[src/verilog/apc_pkg.sv]
// Shared constants, register map and types for the converter power and control-mode block
`default_nettype none

package apc_pkg;

    // Clock period of the sample-clock domain
    localparam int CLK_PERIOD_NS = 8;

    // Power-on calibration delays and calibration length, in their own unit
    localparam int POR_SHORT_DELAY_NS = 8192;
    localparam int POR_LONG_DELAY_NS = 65536;
    localparam int CAL_TIME_NS = 16384;

    // Least times, rounded up to whole cycles
    localparam int POR_SHORT_CYCLES = (POR_SHORT_DELAY_NS + CLK_PERIOD_NS - 1) / CLK_PERIOD_NS;
    localparam int POR_LONG_CYCLES = (POR_LONG_DELAY_NS + CLK_PERIOD_NS - 1) / CLK_PERIOD_NS;
    localparam int CAL_CYCLES = (CAL_TIME_NS + CLK_PERIOD_NS - 1) / CLK_PERIOD_NS;

    // Serial frame layout: 12-bit header, 4-bit address, 16-bit data, MSB first
    localparam int ADDR_W = 4;
    localparam int DATA_W = 16;
    localparam int FRAME_W = 32;
    localparam logic [4:0] FRAME_LAST = 5'h1f;
    localparam logic [11:0] FRAME_HEADER = 12'h001;
    localparam int HDR_MSB = 31;
    localparam int HDR_LSB = 20;
    localparam int ADDR_MSB = 19;
    localparam int ADDR_LSB = 16;

    // Register addresses
    localparam logic [3:0] REG_CONFIG = 4'h1;
    localparam logic [3:0] REG_OFFSET = 4'h2;
    localparam logic [3:0] REG_RANGE = 4'h3;
    localparam logic [3:0] REG_DUAL_EDGE = 4'hd;
    localparam logic [3:0] REG_COARSE = 4'he;
    localparam logic [3:0] REG_FINE = 4'hf;

    // Reset values
    localparam logic [15:0] CONFIG_RESET = 16'hb2ff;
    localparam logic [15:0] OFFSET_RESET = 16'h0000;
    localparam logic [15:0] RANGE_RESET = 16'h8000;
    localparam logic [15:0] DUAL_EDGE_RESET = 16'h0000;
    localparam logic [15:0] PHASE_RESET = 16'h0000;

    // Configuration register fields
    localparam int CFG_PHASE_BIT = 11;
    localparam int CFG_SDR_BIT = 10;
    localparam int CFG_AMP_BIT = 9;
    localparam int CFG_OE_BIT = 8;

    // Adjust fields, offset and full-scale range
    localparam int ADJ_MSB = 15;
    localparam int ADJ_LSB = 7;
    localparam int ADJ_W = 9;
    localparam logic [8:0] ADJ_NONE = 9'h000;

    // Dual-edge enable register fields
    localparam int DE_ENABLE_BIT = 15;
    localparam int DE_AUTO_BIT = 14;
    localparam int DE_QSEL_BIT = 13;

    // Power and calibration sequencer states
    typedef enum logic [2:0] {
        ST_POR_HOLD,
        ST_POR_DELAY,
        ST_CAL,
        ST_ACTIVE,
        ST_PWRDN
    } apc_cal_state_t;

endpackage : apc_pkg

`default_nettype wire

[src/verilog/apc_serial_rx.sv]
// Three-wire serial write port: frame capture and header check
`timescale 1ns/10ps
`default_nettype none

module apc_serial_rx (
    // Clock and reset
    input wire logic i_mclk,
    input wire logic i_rst,
    // Port enable, extended mode only
    input wire logic i_enable,
    // Serial pins, sampled on i_mclk
    input wire logic i_sclk,
    input wire logic i_sdata,
    input wire logic i_scs_n,
    // Decoded write
    output logic o_we,
    output logic [apc_pkg::ADDR_W-1:0] o_addr,
    output logic [apc_pkg::DATA_W-1:0] o_data
);

    logic sclk_d;
    logic [4:0] bit_cnt;
    logic [apc_pkg::FRAME_W-1:0] shift;

    // Rising serial clock while selected; frame closes on the 32nd bit
    wire sclk_rise = i_enable & ~i_scs_n & i_sclk & ~sclk_d;
    wire [apc_pkg::FRAME_W-1:0] frame = {shift[apc_pkg::FRAME_W-2:0], i_sdata};
    wire frame_done = sclk_rise && (bit_cnt == apc_pkg::FRAME_LAST);
    wire header_ok = frame[apc_pkg::HDR_MSB:apc_pkg::HDR_LSB] == apc_pkg::FRAME_HEADER;

    // Counter wraps, so frames may follow back to back without deselect
    always_ff @(posedge i_mclk) begin
        if (i_rst) begin
            sclk_d <= 1'b0;
            bit_cnt <= 5'h00;
            shift <= '0;
            o_we <= 1'b0;
            o_addr <= '0;
            o_data <= '0;
        end else begin
            sclk_d <= i_sclk;
            o_we <= frame_done & header_ok;
            if (!i_enable || i_scs_n) begin
                bit_cnt <= 5'h00;
            end else if (sclk_rise) begin
                shift <= frame;
                bit_cnt <= bit_cnt + 5'h01;
            end
            if (frame_done) begin
                o_addr <= frame[apc_pkg::ADDR_MSB:apc_pkg::ADDR_LSB];
                o_data <= frame[apc_pkg::DATA_W-1:0];
            end
        end
    end

endmodule : apc_serial_rx

`default_nettype wire

[src/verilog/apc_cal_seq.sv]
// Power-down and calibration sequencer
`timescale 1ns/10ps
`default_nettype none

module apc_cal_seq #(
    parameter int SHORT_CYCLES = apc_pkg::POR_SHORT_CYCLES,
    parameter int LONG_CYCLES = apc_pkg::POR_LONG_CYCLES,
    parameter int CAL_CYCLES = apc_pkg::CAL_CYCLES,
    parameter int CNT_W = 20
) (
    // Clock and reset
    input wire logic i_mclk,
    input wire logic i_rst,
    // Control levels
    input wire logic i_power_down_request,
    input wire logic i_q_channel_sleep,
    input wire logic i_long_delay,
    input wire logic i_cal_request,
    // State view
    output logic o_powered_down,
    output logic o_cal_busy,
    output logic o_cal_q,
    output logic o_active,
    output logic o_por_hold
);

    apc_pkg::apc_cal_state_t state, next_state;
    logic [CNT_W-1:0] cnt, next_cnt;
    logic cal_q, next_cal_q;
    logic cal_req_d;

    // Load value for a down-counter ending at zero
    function automatic logic [CNT_W-1:0] load_of(input int n);
        load_of = CNT_W'(n - 1);
    endfunction : load_of

    // Manual calibration acts on its rising edge only
    wire cal_edge = i_cal_request & ~cal_req_d;
    wire sleep_req = i_power_down_request;

    // Next-state logic
    always_comb begin
        next_state = state;
        next_cnt = cnt;
        next_cal_q = cal_q;
        unique case (state)
            apc_pkg::ST_POR_HOLD: begin
                if (!sleep_req) begin
                    next_state = apc_pkg::ST_POR_DELAY;
                    next_cnt = i_long_delay ? load_of(LONG_CYCLES) : load_of(SHORT_CYCLES);
                end
            end
            apc_pkg::ST_POR_DELAY: begin
                if (sleep_req) begin
                    next_state = apc_pkg::ST_POR_HOLD;
                end else if (cnt == '0) begin
                    next_state = apc_pkg::ST_CAL;
                    next_cnt = load_of(CAL_CYCLES);
                    next_cal_q = ~i_q_channel_sleep;
                end else begin
                    next_cnt = cnt - 1'b1;
                end
            end
            apc_pkg::ST_CAL: begin
                // Power-down waits for the sequence to finish
                if (cnt == '0) begin
                    next_state = sleep_req ? apc_pkg::ST_PWRDN : apc_pkg::ST_ACTIVE;
                end else begin
                    next_cnt = cnt - 1'b1;
                end
            end
            apc_pkg::ST_ACTIVE: begin
                if (sleep_req) begin
                    next_state = apc_pkg::ST_PWRDN;
                end else if (cal_edge) begin
                    next_state = apc_pkg::ST_CAL;
                    next_cnt = load_of(CAL_CYCLES);
                    next_cal_q = ~i_q_channel_sleep;
                end
            end
            apc_pkg::ST_PWRDN: begin
                // Requests seen here are dropped, not deferred
                if (!sleep_req) begin
                    next_state = apc_pkg::ST_ACTIVE;
                end
            end
            default: next_state = apc_pkg::ST_POR_HOLD;
        endcase
    end

    // State registers
    always_ff @(posedge i_mclk) begin
        if (i_rst) begin
            state <= apc_pkg::ST_POR_HOLD;
            cnt <= '0;
            cal_q <= 1'b0;
            cal_req_d <= 1'b0;
        end else begin
            state <= next_state;
            cnt <= next_cnt;
            cal_q <= next_cal_q;
            cal_req_d <= i_cal_request;
        end
    end

    // State decode
    assign o_powered_down = (state == apc_pkg::ST_PWRDN) || (state == apc_pkg::ST_POR_HOLD);
    assign o_cal_busy = state == apc_pkg::ST_CAL;
    assign o_cal_q = cal_q;
    assign o_active = state == apc_pkg::ST_ACTIVE;
    assign o_por_hold = state == apc_pkg::ST_POR_HOLD;

endmodule : apc_cal_seq

`default_nettype wire

[src/verilog/apc_top.sv]
// Converter power-down, calibration gating and normal/extended control selection
`timescale 1ns/10ps
`default_nettype none

module apc_top #(
    parameter int POR_SHORT_CYCLES = apc_pkg::POR_SHORT_CYCLES,
    parameter int POR_LONG_CYCLES = apc_pkg::POR_LONG_CYCLES,
    parameter int CAL_CYCLES = apc_pkg::CAL_CYCLES
) (
    // Clock and reset
    input wire logic i_mclk,
    input wire logic i_rst,
    // Power and calibration pins
    input wire logic i_power_down_request,
    input wire logic i_q_channel_sleep,
    input wire logic i_cal_request,
    // Feature pins, normal mode
    input wire logic i_extended_control_enable,
    input wire logic i_full_scale_select,
    input wire logic i_output_edge_pin,
    input wire logic i_output_edge_float,
    input wire logic i_amplitude_pin,
    input wire logic i_calibration_delay_select,
    // Serial register port
    input wire logic i_sclk,
    input wire logic i_sdata,
    input wire logic i_scs_n,
    // Power controls
    output logic o_data_out_en,
    output logic o_weak_pulldown,
    output logic o_i_channel_on,
    output logic o_q_channel_on,
    output logic o_cal_busy,
    output logic o_cal_q_channel,
    // Output format controls
    output logic o_ddr_mode,
    output logic o_ddr_clock_phase,
    output logic o_rising_edge_out,
    output logic o_lvds_amplitude_select,
    // Analog trims
    output logic o_extended_mode,
    output logic o_full_scale_select,
    output logic [apc_pkg::ADJ_W-1:0] o_range_adjust,
    output logic [apc_pkg::ADJ_W-1:0] o_offset_adjust,
    // Dual-edge sampling
    output logic o_dual_edge_enable,
    output logic o_dual_edge_q_input,
    output logic o_dual_edge_auto_phase,
    output logic [apc_pkg::DATA_W-1:0] o_phase_coarse,
    output logic [apc_pkg::DATA_W-1:0] o_phase_fine
);

    // Mode strap and register file
    logic strap_done;
    logic extended_control_enable;
    logic [15:0] configuration_control;
    logic [15:0] i_channel_offset_adjust;
    logic [15:0] i_channel_range_adjust;
    logic [15:0] dual_edge_enable;
    logic [15:0] dual_edge_phase_coarse;
    logic [15:0] dual_edge_phase_fine;

    // Serial receiver and sequencer wires
    logic rx_we;
    logic [apc_pkg::ADDR_W-1:0] rx_addr;
    logic [apc_pkg::DATA_W-1:0] rx_data;
    logic seq_powered_down;
    logic seq_cal_busy;
    logic seq_cal_q;
    logic seq_active;
    logic seq_por_hold;

    // Mode is caught once after reset and never retaken
    always_ff @(posedge i_mclk) begin
        if (i_rst) begin
            strap_done <= 1'b0;
            extended_control_enable <= 1'b0;
        end else if (!strap_done) begin
            strap_done <= 1'b1;
            extended_control_enable <= i_extended_control_enable;
        end
    end

    // Sequencer held until the mode is known, so the delay choice is valid
    wire seq_rst = i_rst | ~strap_done;
    wire ext = extended_control_enable;

    // Port is dead in normal mode
    apc_serial_rx u_rx (
        .i_mclk(i_mclk),
        .i_rst(i_rst),
        .i_enable(ext & strap_done),
        .i_sclk(i_sclk),
        .i_sdata(i_sdata),
        .i_scs_n(i_scs_n),
        .o_we(rx_we),
        .o_addr(rx_addr),
        .o_data(rx_data)
    );

    // Long delay only reachable from the pin in normal mode
    wire long_delay = ~ext & i_calibration_delay_select;

    apc_cal_seq #(
        .SHORT_CYCLES(POR_SHORT_CYCLES),
        .LONG_CYCLES(POR_LONG_CYCLES),
        .CAL_CYCLES(CAL_CYCLES)
    ) u_seq (
        .i_mclk(i_mclk),
        .i_rst(seq_rst),
        .i_power_down_request(i_power_down_request),
        .i_q_channel_sleep(i_q_channel_sleep),
        .i_long_delay(long_delay),
        .i_cal_request(i_cal_request),
        .o_powered_down(seq_powered_down),
        .o_cal_busy(seq_cal_busy),
        .o_cal_q(seq_cal_q),
        .o_active(seq_active),
        .o_por_hold(seq_por_hold)
    );

    // Write decode; unlisted addresses are dropped
    wire wr_cfg = rx_we && (rx_addr == apc_pkg::REG_CONFIG);
    wire wr_offset = rx_we && (rx_addr == apc_pkg::REG_OFFSET);
    wire wr_range = rx_we && (rx_addr == apc_pkg::REG_RANGE);
    wire wr_dual = rx_we && (rx_addr == apc_pkg::REG_DUAL_EDGE);
    wire wr_coarse = rx_we && (rx_addr == apc_pkg::REG_COARSE);
    wire wr_fine = rx_we && (rx_addr == apc_pkg::REG_FINE);

    // Write-only registers, extended-mode defaults at reset
    always_ff @(posedge i_mclk) begin
        if (i_rst) begin
            configuration_control <= apc_pkg::CONFIG_RESET;
            i_channel_offset_adjust <= apc_pkg::OFFSET_RESET;
            i_channel_range_adjust <= apc_pkg::RANGE_RESET;
            dual_edge_enable <= apc_pkg::DUAL_EDGE_RESET;
            dual_edge_phase_coarse <= apc_pkg::PHASE_RESET;
            dual_edge_phase_fine <= apc_pkg::PHASE_RESET;
        end else begin
            if (wr_cfg) configuration_control <= rx_data;
            if (wr_offset) i_channel_offset_adjust <= rx_data;
            if (wr_range) i_channel_range_adjust <= rx_data;
            if (wr_dual) dual_edge_enable <= rx_data;
            if (wr_coarse) dual_edge_phase_coarse <= rx_data;
            if (wr_fine) dual_edge_phase_fine <= rx_data;
        end
    end

    // Power state mapping; I cannot sleep on its own
    wire next_data_out_en = ~seq_powered_down;
    wire next_weak_pulldown = seq_powered_down;
    wire next_q_on = ~seq_powered_down & ~i_q_channel_sleep;
    wire next_cal_q_channel = seq_cal_busy & seq_cal_q & ~i_q_channel_sleep;

    // Format selection: pins in normal mode (DDR phase held low), register bits in extended
    wire next_ddr = ext ? ~configuration_control[apc_pkg::CFG_SDR_BIT]
                        : i_output_edge_float;
    wire next_phase = ext & configuration_control[apc_pkg::CFG_PHASE_BIT];
    wire next_rising = ext ? configuration_control[apc_pkg::CFG_OE_BIT]
                           : i_output_edge_pin;
    wire next_amp = ext ? configuration_control[apc_pkg::CFG_AMP_BIT]
                        : i_amplitude_pin;

    // Trims: pin range in normal mode, adjust fields in extended
    wire next_fs_sel = ~ext & i_full_scale_select;
    wire [apc_pkg::ADJ_W-1:0] next_range = ext
        ? i_channel_range_adjust[apc_pkg::ADJ_MSB:apc_pkg::ADJ_LSB]
        : apc_pkg::RANGE_RESET[apc_pkg::ADJ_MSB:apc_pkg::ADJ_LSB];
    wire [apc_pkg::ADJ_W-1:0] next_offset = ext
        ? i_channel_offset_adjust[apc_pkg::ADJ_MSB:apc_pkg::ADJ_LSB]
        : apc_pkg::ADJ_NONE;

    // Dual-edge: pin shares the delay-select input in normal mode
    wire next_de_en = ext ? dual_edge_enable[apc_pkg::DE_ENABLE_BIT]
                          : i_calibration_delay_select;
    wire next_de_q = ext & dual_edge_enable[apc_pkg::DE_QSEL_BIT];
    wire next_de_auto = ~ext | dual_edge_enable[apc_pkg::DE_AUTO_BIT];
    wire [apc_pkg::DATA_W-1:0] next_coarse = ext ? dual_edge_phase_coarse : apc_pkg::PHASE_RESET;
    wire [apc_pkg::DATA_W-1:0] next_fine = ext ? dual_edge_phase_fine : apc_pkg::PHASE_RESET;

    // Output flops; reset state is powered down with data tri-stated
    always_ff @(posedge i_mclk) begin
        if (i_rst) begin
            o_data_out_en <= 1'b0;
            o_weak_pulldown <= 1'b1;
            o_i_channel_on <= 1'b0;
            o_q_channel_on <= 1'b0;
            o_cal_busy <= 1'b0;
            o_cal_q_channel <= 1'b0;
            o_ddr_mode <= 1'b0;
            o_ddr_clock_phase <= 1'b0;
            o_rising_edge_out <= 1'b0;
            o_lvds_amplitude_select <= 1'b0;
            o_extended_mode <= 1'b0;
            o_full_scale_select <= 1'b0;
            o_range_adjust <= apc_pkg::ADJ_NONE;
            o_offset_adjust <= apc_pkg::ADJ_NONE;
            o_dual_edge_enable <= 1'b0;
            o_dual_edge_q_input <= 1'b0;
            o_dual_edge_auto_phase <= 1'b0;
            o_phase_coarse <= apc_pkg::PHASE_RESET;
            o_phase_fine <= apc_pkg::PHASE_RESET;
        end else begin
            o_data_out_en <= next_data_out_en;
            o_weak_pulldown <= next_weak_pulldown;
            o_i_channel_on <= next_data_out_en;
            o_q_channel_on <= next_q_on;
            o_cal_busy <= seq_cal_busy;
            o_cal_q_channel <= next_cal_q_channel;
            o_ddr_mode <= next_ddr;
            o_ddr_clock_phase <= next_phase;
            o_rising_edge_out <= next_rising;
            o_lvds_amplitude_select <= next_amp;
            o_extended_mode <= ext;
            o_full_scale_select <= next_fs_sel;
            o_range_adjust <= next_range;
            o_offset_adjust <= next_offset;
            o_dual_edge_enable <= next_de_en;
            o_dual_edge_q_input <= next_de_q;
            o_dual_edge_auto_phase <= next_de_auto;
            o_phase_coarse <= next_coarse;
            o_phase_fine <= next_fine;
        end
    end
endmodule : apc_top

`default_nettype wire

[config.mk]
export PLATFORM = sky130hd
export DESIGN_NAME = apc_top
export DESIGN_NICKNAME = d
export VERILOG_FILES = /design/src/verilog/apc_pkg.sv /design/src/verilog/apc_serial_rx.sv /design/src/verilog/apc_cal_seq.sv /design/src/verilog/apc_top.sv
export SDC_FILE = /design/constraint.sdc
export NUM_CORES = 1
export LEC_CHECK = 0
export BUFFER_PORTS_ARGS = -buffer_cell sky130_fd_sc_hd__buf_2
export CAP_MARGIN = 10
export CORE_ASPECT_RATIO = 1.2
export CORE_MARGIN = 5
export CORE_UTILIZATION = 39
export CTS_CLUSTER_DIAMETER = 120
export DETAILED_ROUTE_END_ITERATION = 8
export HOLD_SLACK_MARGIN = 0.1
export PLACE_DENSITY = 0.53
export SETUP_SLACK_MARGIN = 0.4
export SLEW_MARGIN = 25
export SYNTH_ARGS = -nofsm -noshare
export SYNTH_HDL_FRONTEND = slang
export SYNTH_SLANG_ARGS = --single-unit
[constraint.sdc]
create_clock -name i_mclk -period 3.12 [get_ports i_mclk]
set_clock_uncertainty 0.05 [all_clocks]
set_input_delay 0.624 -clock i_mclk [delete_from_list [all_inputs] [get_ports i_mclk]]
set_output_delay 0.624 -clock i_mclk [all_outputs]
set_load 0.01 [all_outputs]
==> results of run 1 <==
flip-flops by register name, summed over array words and instances (netlist names), 3 cells and up:
signal	cells
configuration_control	4
dual_edge_enable	3
dual_edge_phase_coarse	16
dual_edge_phase_fine	16
i_channel_offset_adjust	9
i_channel_range_adjust	9
o_offset_adjust	9
o_phase_coarse	16
o_phase_fine	16
o_range_adjust	9
u_rx.bit_cnt	5
u_rx.o_addr	4
u_rx.o_data	16
u_rx.shift	31
u_seq.cnt	20
u_seq.state	3
what timing repair did:
item                                    4_1_cts  5_1_grt
endpoints found under the setup margin        0        1
buffers inserted                              0        0
endpoints found under the hold margin         0        0
resized for setup                             0        1
through the flow:
step	utilization	total power (µW)	area (µm²)	std cells
final	0.469	5660	8780	1165
after CTS	0.469	5720	8770	1165
after detailed placement	0.427	2980	7990	1126
after global routing	0.469	5880	8780	1165
after floorplan	-	2910	7350	827
after global placement	0.427	2980	7990	1126
layout by cell type (no fill, tap or decap), types with 4 or more instances in the layout:
cell       netlist  layout
dfxtp_1        206     206
nand2_1        188     188
a21oi_1        108     108
buf_2            4      77
nor2_1          55      55
and2_1          53      53
mux2i_1         30      30
clkbuf_16        0      23
o21ai_0         18      18
buf_4            1      13
inv_1           10      10
nor3_1           9       9
nand2b_1         8       8
a31oi_1          8       8
nor4_1           7       6
a311oi_1         6       6
or3_1            5       5
nand4_1          5       5
nor3b_1          6       5
or4_1            5       5
clkbuf_8         0       5
nor2b_1          5       4
ha_1             4       4
clkinv_2         0       4
final cells by class:
type / instances / area, µm²
fillers: 1882 / 9940
flip-flops and latches: 206 / 4120
clock buffers: 29 / 648
multi-input cells: 563 / 3020
inverters: 10 / 37.5
clock inverters: 10 / 133
repair buffers: 91 / 503
well taps: 256 / 320
report_power, final:
| part | switching [µW] | internal (µW) | total (µW) |
|---|---|---|---|
| Clock | 1020 | 1710 | 2730 |
| Sequential | 22.0 | 2650 | 2670 |
| Combinational | 168 | 85.9 | 254 |
layer usage:
layer | vias up | global-route usage | share of wire
met3 | 18 | 0.0263 | 0.044
met4 | 0 | 0.0362 | 0.013
li1 | 2911 | - | -
met1 | 2540 | 0.191 | 0.47
met2 | 94 | 0.248 | 0.48
met5 | - | 0 | 0
kinds of logic after synthesis:
group	count (synthesis)
compound gates	159
mux	30
simple gates	366
buf+inv	58
fa+ha+maj	4
xor+xnor	4
flops	206
worst min path at each step:
stage,end,from,slack (ns)
global route,o_q_channel_on$_SDFF_PP0_,i_q_channel_sleep,0.28
global placement,o_range_adjust[8]$_SDFF_PP0_,i_channel_range_adjust[15]$_SDFFE_PP1P_,0.39
floorplan,o_range_adjust[8]$_SDFF_PP0_,i_channel_range_adjust[15]$_SDFFE_PP1P_,0.38
CTS,o_q_channel_on$_SDFF_PP0_,i_q_channel_sleep,0.26
detailed placement,o_phase_fine[0]$_SDFF_PP0_,dual_edge_phase_fine[0]$_SDFFE_PP0P_,0.39
finish,o_q_channel_on$_SDFF_PP0_,i_q_channel_sleep,0.27
Yosys cell counts, types with 2 or more instances:
library cell and n:
and2_1 53, o22ai_1 2, nor4_1 7, inv_1 10
nor4b_1 3, nand2_1 188, buf_1 4, clkbuf_1 39
nand2b_1 8, a31oi_1 8, nor3_1 9, a32o_1 2
buf_2 4, ha_1 4, or3b_2 2, xnor2_1 2
xor2_1 2, nor2_4 2, o21ai_0 18, and3_1 3
a311oi_1 6, or3_1 5, nand3_1 3, a21oi_1 108
a21o_1 3, dfxtp_1 206, o31ai_1 2, mux2i_1 30
nor2_1 55, or4_1 5, nand4_1 5, nor2b_1 5
nor3b_1 6
==> results.cfg, run 1 <==
[grt]
grt_pass1_vias = 5290
grt_pass1_wl_um = 26600
grt_usage = 0.146
grt_start_max_net_pins = 95
grt-ovfl-total = 0
antenna_found_initial = 0

[cts]
cts_made_buffers = 22
clk_path_buf_depth = 3
cts_tree = done
cts_hold_buf = 0
cts_sinks = 206
root_buffer = clkbuf_16
clk_latency_ns = 0.49
h-tree-depth = 1
clk_pin_slew_ns = 0.06

[yosys]
avgSynthCellArea_um2 = 8.88
synth_xor_xnor_area_share = 0.00477
synth_compound_area_frac = 0.121
synthFlopType = dfxtp_1
synth_top_cell_by_area = dfxtp_1
ys_seq_area_frac = 0.561
ys_types = 51
synthMuxAreaShare = 0.0409
synth_top_family_by_area = simple AND/OR/NAND/NOR gates
yosys.area.top_type_share = 0.561
synth-edff-count = 0
yosys.area_share.simple = 0.235
syn_nets = 845
yosysWarningCount = 0
synth.area.top_cells = dfxtp_1 (56%), nand2_1 (9.6%), a21oi_1 (7.4%), and2_1 (4.5%), mux2i_1 (4.1%)
synth_fa_ha_area_frac = 0.00681
ys_ff_latch = 206
syn_area_um2 = 7350
async_flop_share = 0
syn_inst = 827

[sta]
worst_slack_ns = 0.557
post-route-period-util = 0.821
drv_slew = 0
timing.fmax_mhz = 390
tns_ns = 0
slew-limit-headroom = 0.424
worst_pin_slew_ns = 0.852
whs_ns = 0.267
hold_violations = 0
grt_setup_unrepaired = false
post-route-min-period_ns = 2.56
setup_viol = 0

[cells_and_area]
num_antenna_cells = 0
final_nets = 912
drive_above_1_share = 0.156
syn_to_final_growth_pct = 19.6

[route]
routed_wl_um = 16100
drc = 0
ant_nets = 0
viasPerCell = 4.78
via_count = 5563
drt-initial-drc-count = 315
drtPass1Iterations = 4
wl_per_cell_um = 13.8

[setup_path]
path_delay_family = simple AND/OR/NAND/NOR gates
max_stage_delay_ns = 0.56
critPathCaptureType = flip-flop
startpoint = u_seq.cnt[15]$_SDFFE_PP0P_
worstPathRequired_ns = 3.45
crit_chain = or4_1 > nor2_1 > nand4_1 > o21ai_2 > nor2_1 > a32o_1
cp.arrival_ns = 2.90
cp.buffers_inverters = 0
worstSetupStartpointType = flip-flop
cp.depth = 6
crit-reg2reg-launch = u_seq.cnt[15]$_SDFFE_PP0P_
critPathMostFrequentCell = nor2_1
reg2reg_depth = 6
r2r_end = u_seq.cnt[5]$_SDFFE_PP0P_
rrSetupSlack_ns = 0.56
setup.worst_path.end = u_seq.cnt[5]$_SDFFE_PP0P_
critPathSlowestCell = or4_1
critPathMaxFanout = 9
crit_type = reg2reg

[placed_design]
io_buffers = 78
place_congestion = 0.831
dp_hpwl_um = 10300
pre_cts_slack_ns = 0.688

[floorplanning]
die_x_um = 135
initial_core_util = 0.392
io-pin-count = 79
dieArea_um2 = 21700
core_um2 = 18700
chipHeight_um = 160
fp-row-count = 55

[outcome]
status = finished clean

[power_and_ir_drop]
ir_worst_vdd_mv = 0.366
power_leakage_uw = 0.00341
power.density_nw_per_um2 = 644

[flow_run]
max_cap_viol_count = 0

[worst_hold_path]
hold_class = in2reg
holdPathStages = 2
Note: power is estimated with default switching activity, not from simulation.
==> inputs of run 2 (changes only) <==
clock period = 2.4 ns   (was 3.12 ns; I/O delays follow)
==> results.cfg, run 2 (synthesis gave the netlist of run 1 again) <==
[outcome]
status = finished clean

[placed_design]
io_buffers = 78
place_congestion = 0.851
pre_cts_slack_ns = 0.0485
dp_hpwl_um = 10800

[cells_and_area]
nFillCells = 1867
num_antenna_cells = 0
layout_commonest_cell = dfxtp_1
final_cell_mix = dfxtp_1 (201), nand2_1 (188), a21oi_1 (104)
largest_register_ff_count = 31
syn_to_final_growth_pct = 26.3
final_nets = 946
drive_above_1_share = 0.213
top_register = u_rx.shift
top_regs = u_rx.shift x31, u_seq.cnt x20

[sta]
post-route-min-period_ns = 2.16
setup_viol = 0
slew-limit-headroom = 0.511
drv_slew = 0
tns_ns = 0
grt_setup_unrepaired = true
timing.fmax_mhz = 462
worst_pin_slew_ns = 0.732
post-route-period-util = 0.902
hold_violations = 0
worst_slack_ns = 0.235

[setup_path]
worstPathRequired_ns = 2.76
reg2reg_depth = 6
worstSetupStartpointType = flip-flop
critPathMaxFanout = 3
r2r_end = u_seq.cnt[18]$_SDFFE_PP0P_
rrSetupSlack_ns = 0.24
critPathCaptureType = flip-flop
crit_type = reg2reg
crit-reg2reg-launch = u_seq.cnt[9]$_SDFFE_PP0P_
cp.arrival_ns = 2.52

[floorplanning]
initial_core_util = 0.392
dieArea_um2 = 21700
core_um2 = 18700
io-pin-count = 79
fp-row-count = 55
die_x_um = 135
chipHeight_um = 160

[route]
viasPerCell = 4.80
ant_nets = 0
drtPass1Iterations = 4
drt-initial-drc-count = 274
routed_wl_um = 17100
wl_per_cell_um = 14.3
drc = 0
via_count = 5755

[power_and_ir_drop]
power.share.combinational = 0.069
pwr-share-seq = 0.468
p_sw_uw = 1630
p_clk_frac = 0.463
swShare = 0.220
ir_worst_vdd_mv = 0.625
power.density_nw_per_um2 = 799
power_leakage_uw = 0.00363
p_int_uw = 5790

[cts]
cts_sinks = 206
cts_tree = done
cts_made_buffers = 22
clk_pin_slew_ns = 0.06
h-tree-depth = 1
root_buffer = clkbuf_16
clk_latency_ns = 0.49
clk_path_buf_depth = 3

[grt]
grt-ovfl-total = 0
grt_start_max_net_pins = 104
grt_pass1_vias = 5432
globalRouteMet1Util = 0.193
met3_usage = 0.0288
antenna_found_initial = 0
busiest_layer = met2
grt_pass1_wl_um = 27700
grt_usage = 0.153
grt_use_met2 = 0.264

[worst_hold_path]
holdPathStages = 2
min_from = i_cal_request
hold_class = in2reg
min_to = u_seq.cal_req_d$_SDFF_PP0_

[flow_run]
max_cap_viol_count = 0
==> run 2: worst max-delay path: stages (launching register included) <==
cell	delay, ns
dfxtp_4	0.34
or4_4	0.58
nor2_4	0.13
nand3_2	0.08
or4_4	0.42
or3_1	0.32
a31oi_1	0.16
==> run 2: stage by stage <==
step                      cells  area (µm²)  total power [µW]   util  hold slack [ns]
after global placement     1143        8190              3920  0.437            0.384
final                      1199        9280              7420  0.496            0.162
after detailed placement   1143        8190              3920  0.437            0.390
after CTS                  1196        9160              7490  0.490            0.140
after floorplan             827        7410              3800      -            0.375
after global routing       1199        9280              7740  0.496            0.137
==> run 2: power by group through the flow <==
| stage | Combinational [µW] | Clock [µW] | Sequential (µW) |
|---|---|---|---|
| CTS | 462 | 3550 | 3470 |
| global route | 550 | 3710 | 3470 |
| global placement | 377 | 0 | 3550 |
| detailed placement | 375 | 0 | 3550 |
| finish | 511 | 3430 | 3470 |
| floorplan | 248 | 0 | 3550 |
==> run 2: cell type report <==
type	instances	area [µm²]	area share
multi-input combinational	564	3230	0.348
clock inverter	7	88.8	0.00957
tap	256	320	0.0345
timing repair buffer	124	816	0.0879
inverter	10	37.5	0.00404
clock buffer	32	659	0.0710
sequential	206	4130	0.445
==> run 2: what timing repair did <==
| item | 4_1_cts | 5_1_grt |
|---|---|---|
| endpoints found under the hold margin | 1 | 0 |
| resized for setup | 32 | 17 |
| pin swaps | 21 | 15 |
| buffers inserted | 12 | 3 |
| cloned | 1 | 0 |
| hold buffers | 1 | 0 |
| setup endpoints to repair | 24 | 24 |
==> run 2: worst max path at each step <==
stage | startpoint | to | slack, ns | cells after the start
floorplan | u_seq.cnt[7]$_SDFFE_PP0P_ | u_seq.cnt[18]$_SDFFE_PP0P_ | 0.27 | 7
global placement | i_power_down_request | u_seq.cnt[17]$_SDFFE_PP0P_ | 0.08 | 7
detailed placement | i_power_down_request | u_seq.cnt[17]$_SDFFE_PP0P_ | 0.05 | 7
CTS | u_seq.cnt[11]$_SDFFE_PP0P_ | u_seq.cnt[18]$_SDFFE_PP0P_ | 0.23 | 6
global route | u_seq.cnt[9]$_SDFFE_PP0P_ | u_seq.cnt[18]$_SDFFE_PP0P_ | 0.12 | 6
finish | u_seq.cnt[9]$_SDFFE_PP0P_ | u_seq.cnt[18]$_SDFFE_PP0P_ | 0.24 | 6
==> run 2: per-layer routing <==
layer	share of wire	wire, µm
met5	0	0
met1	0.44	7600
met3	0.051	865
met4	0.022	373
met2	0.48	8270
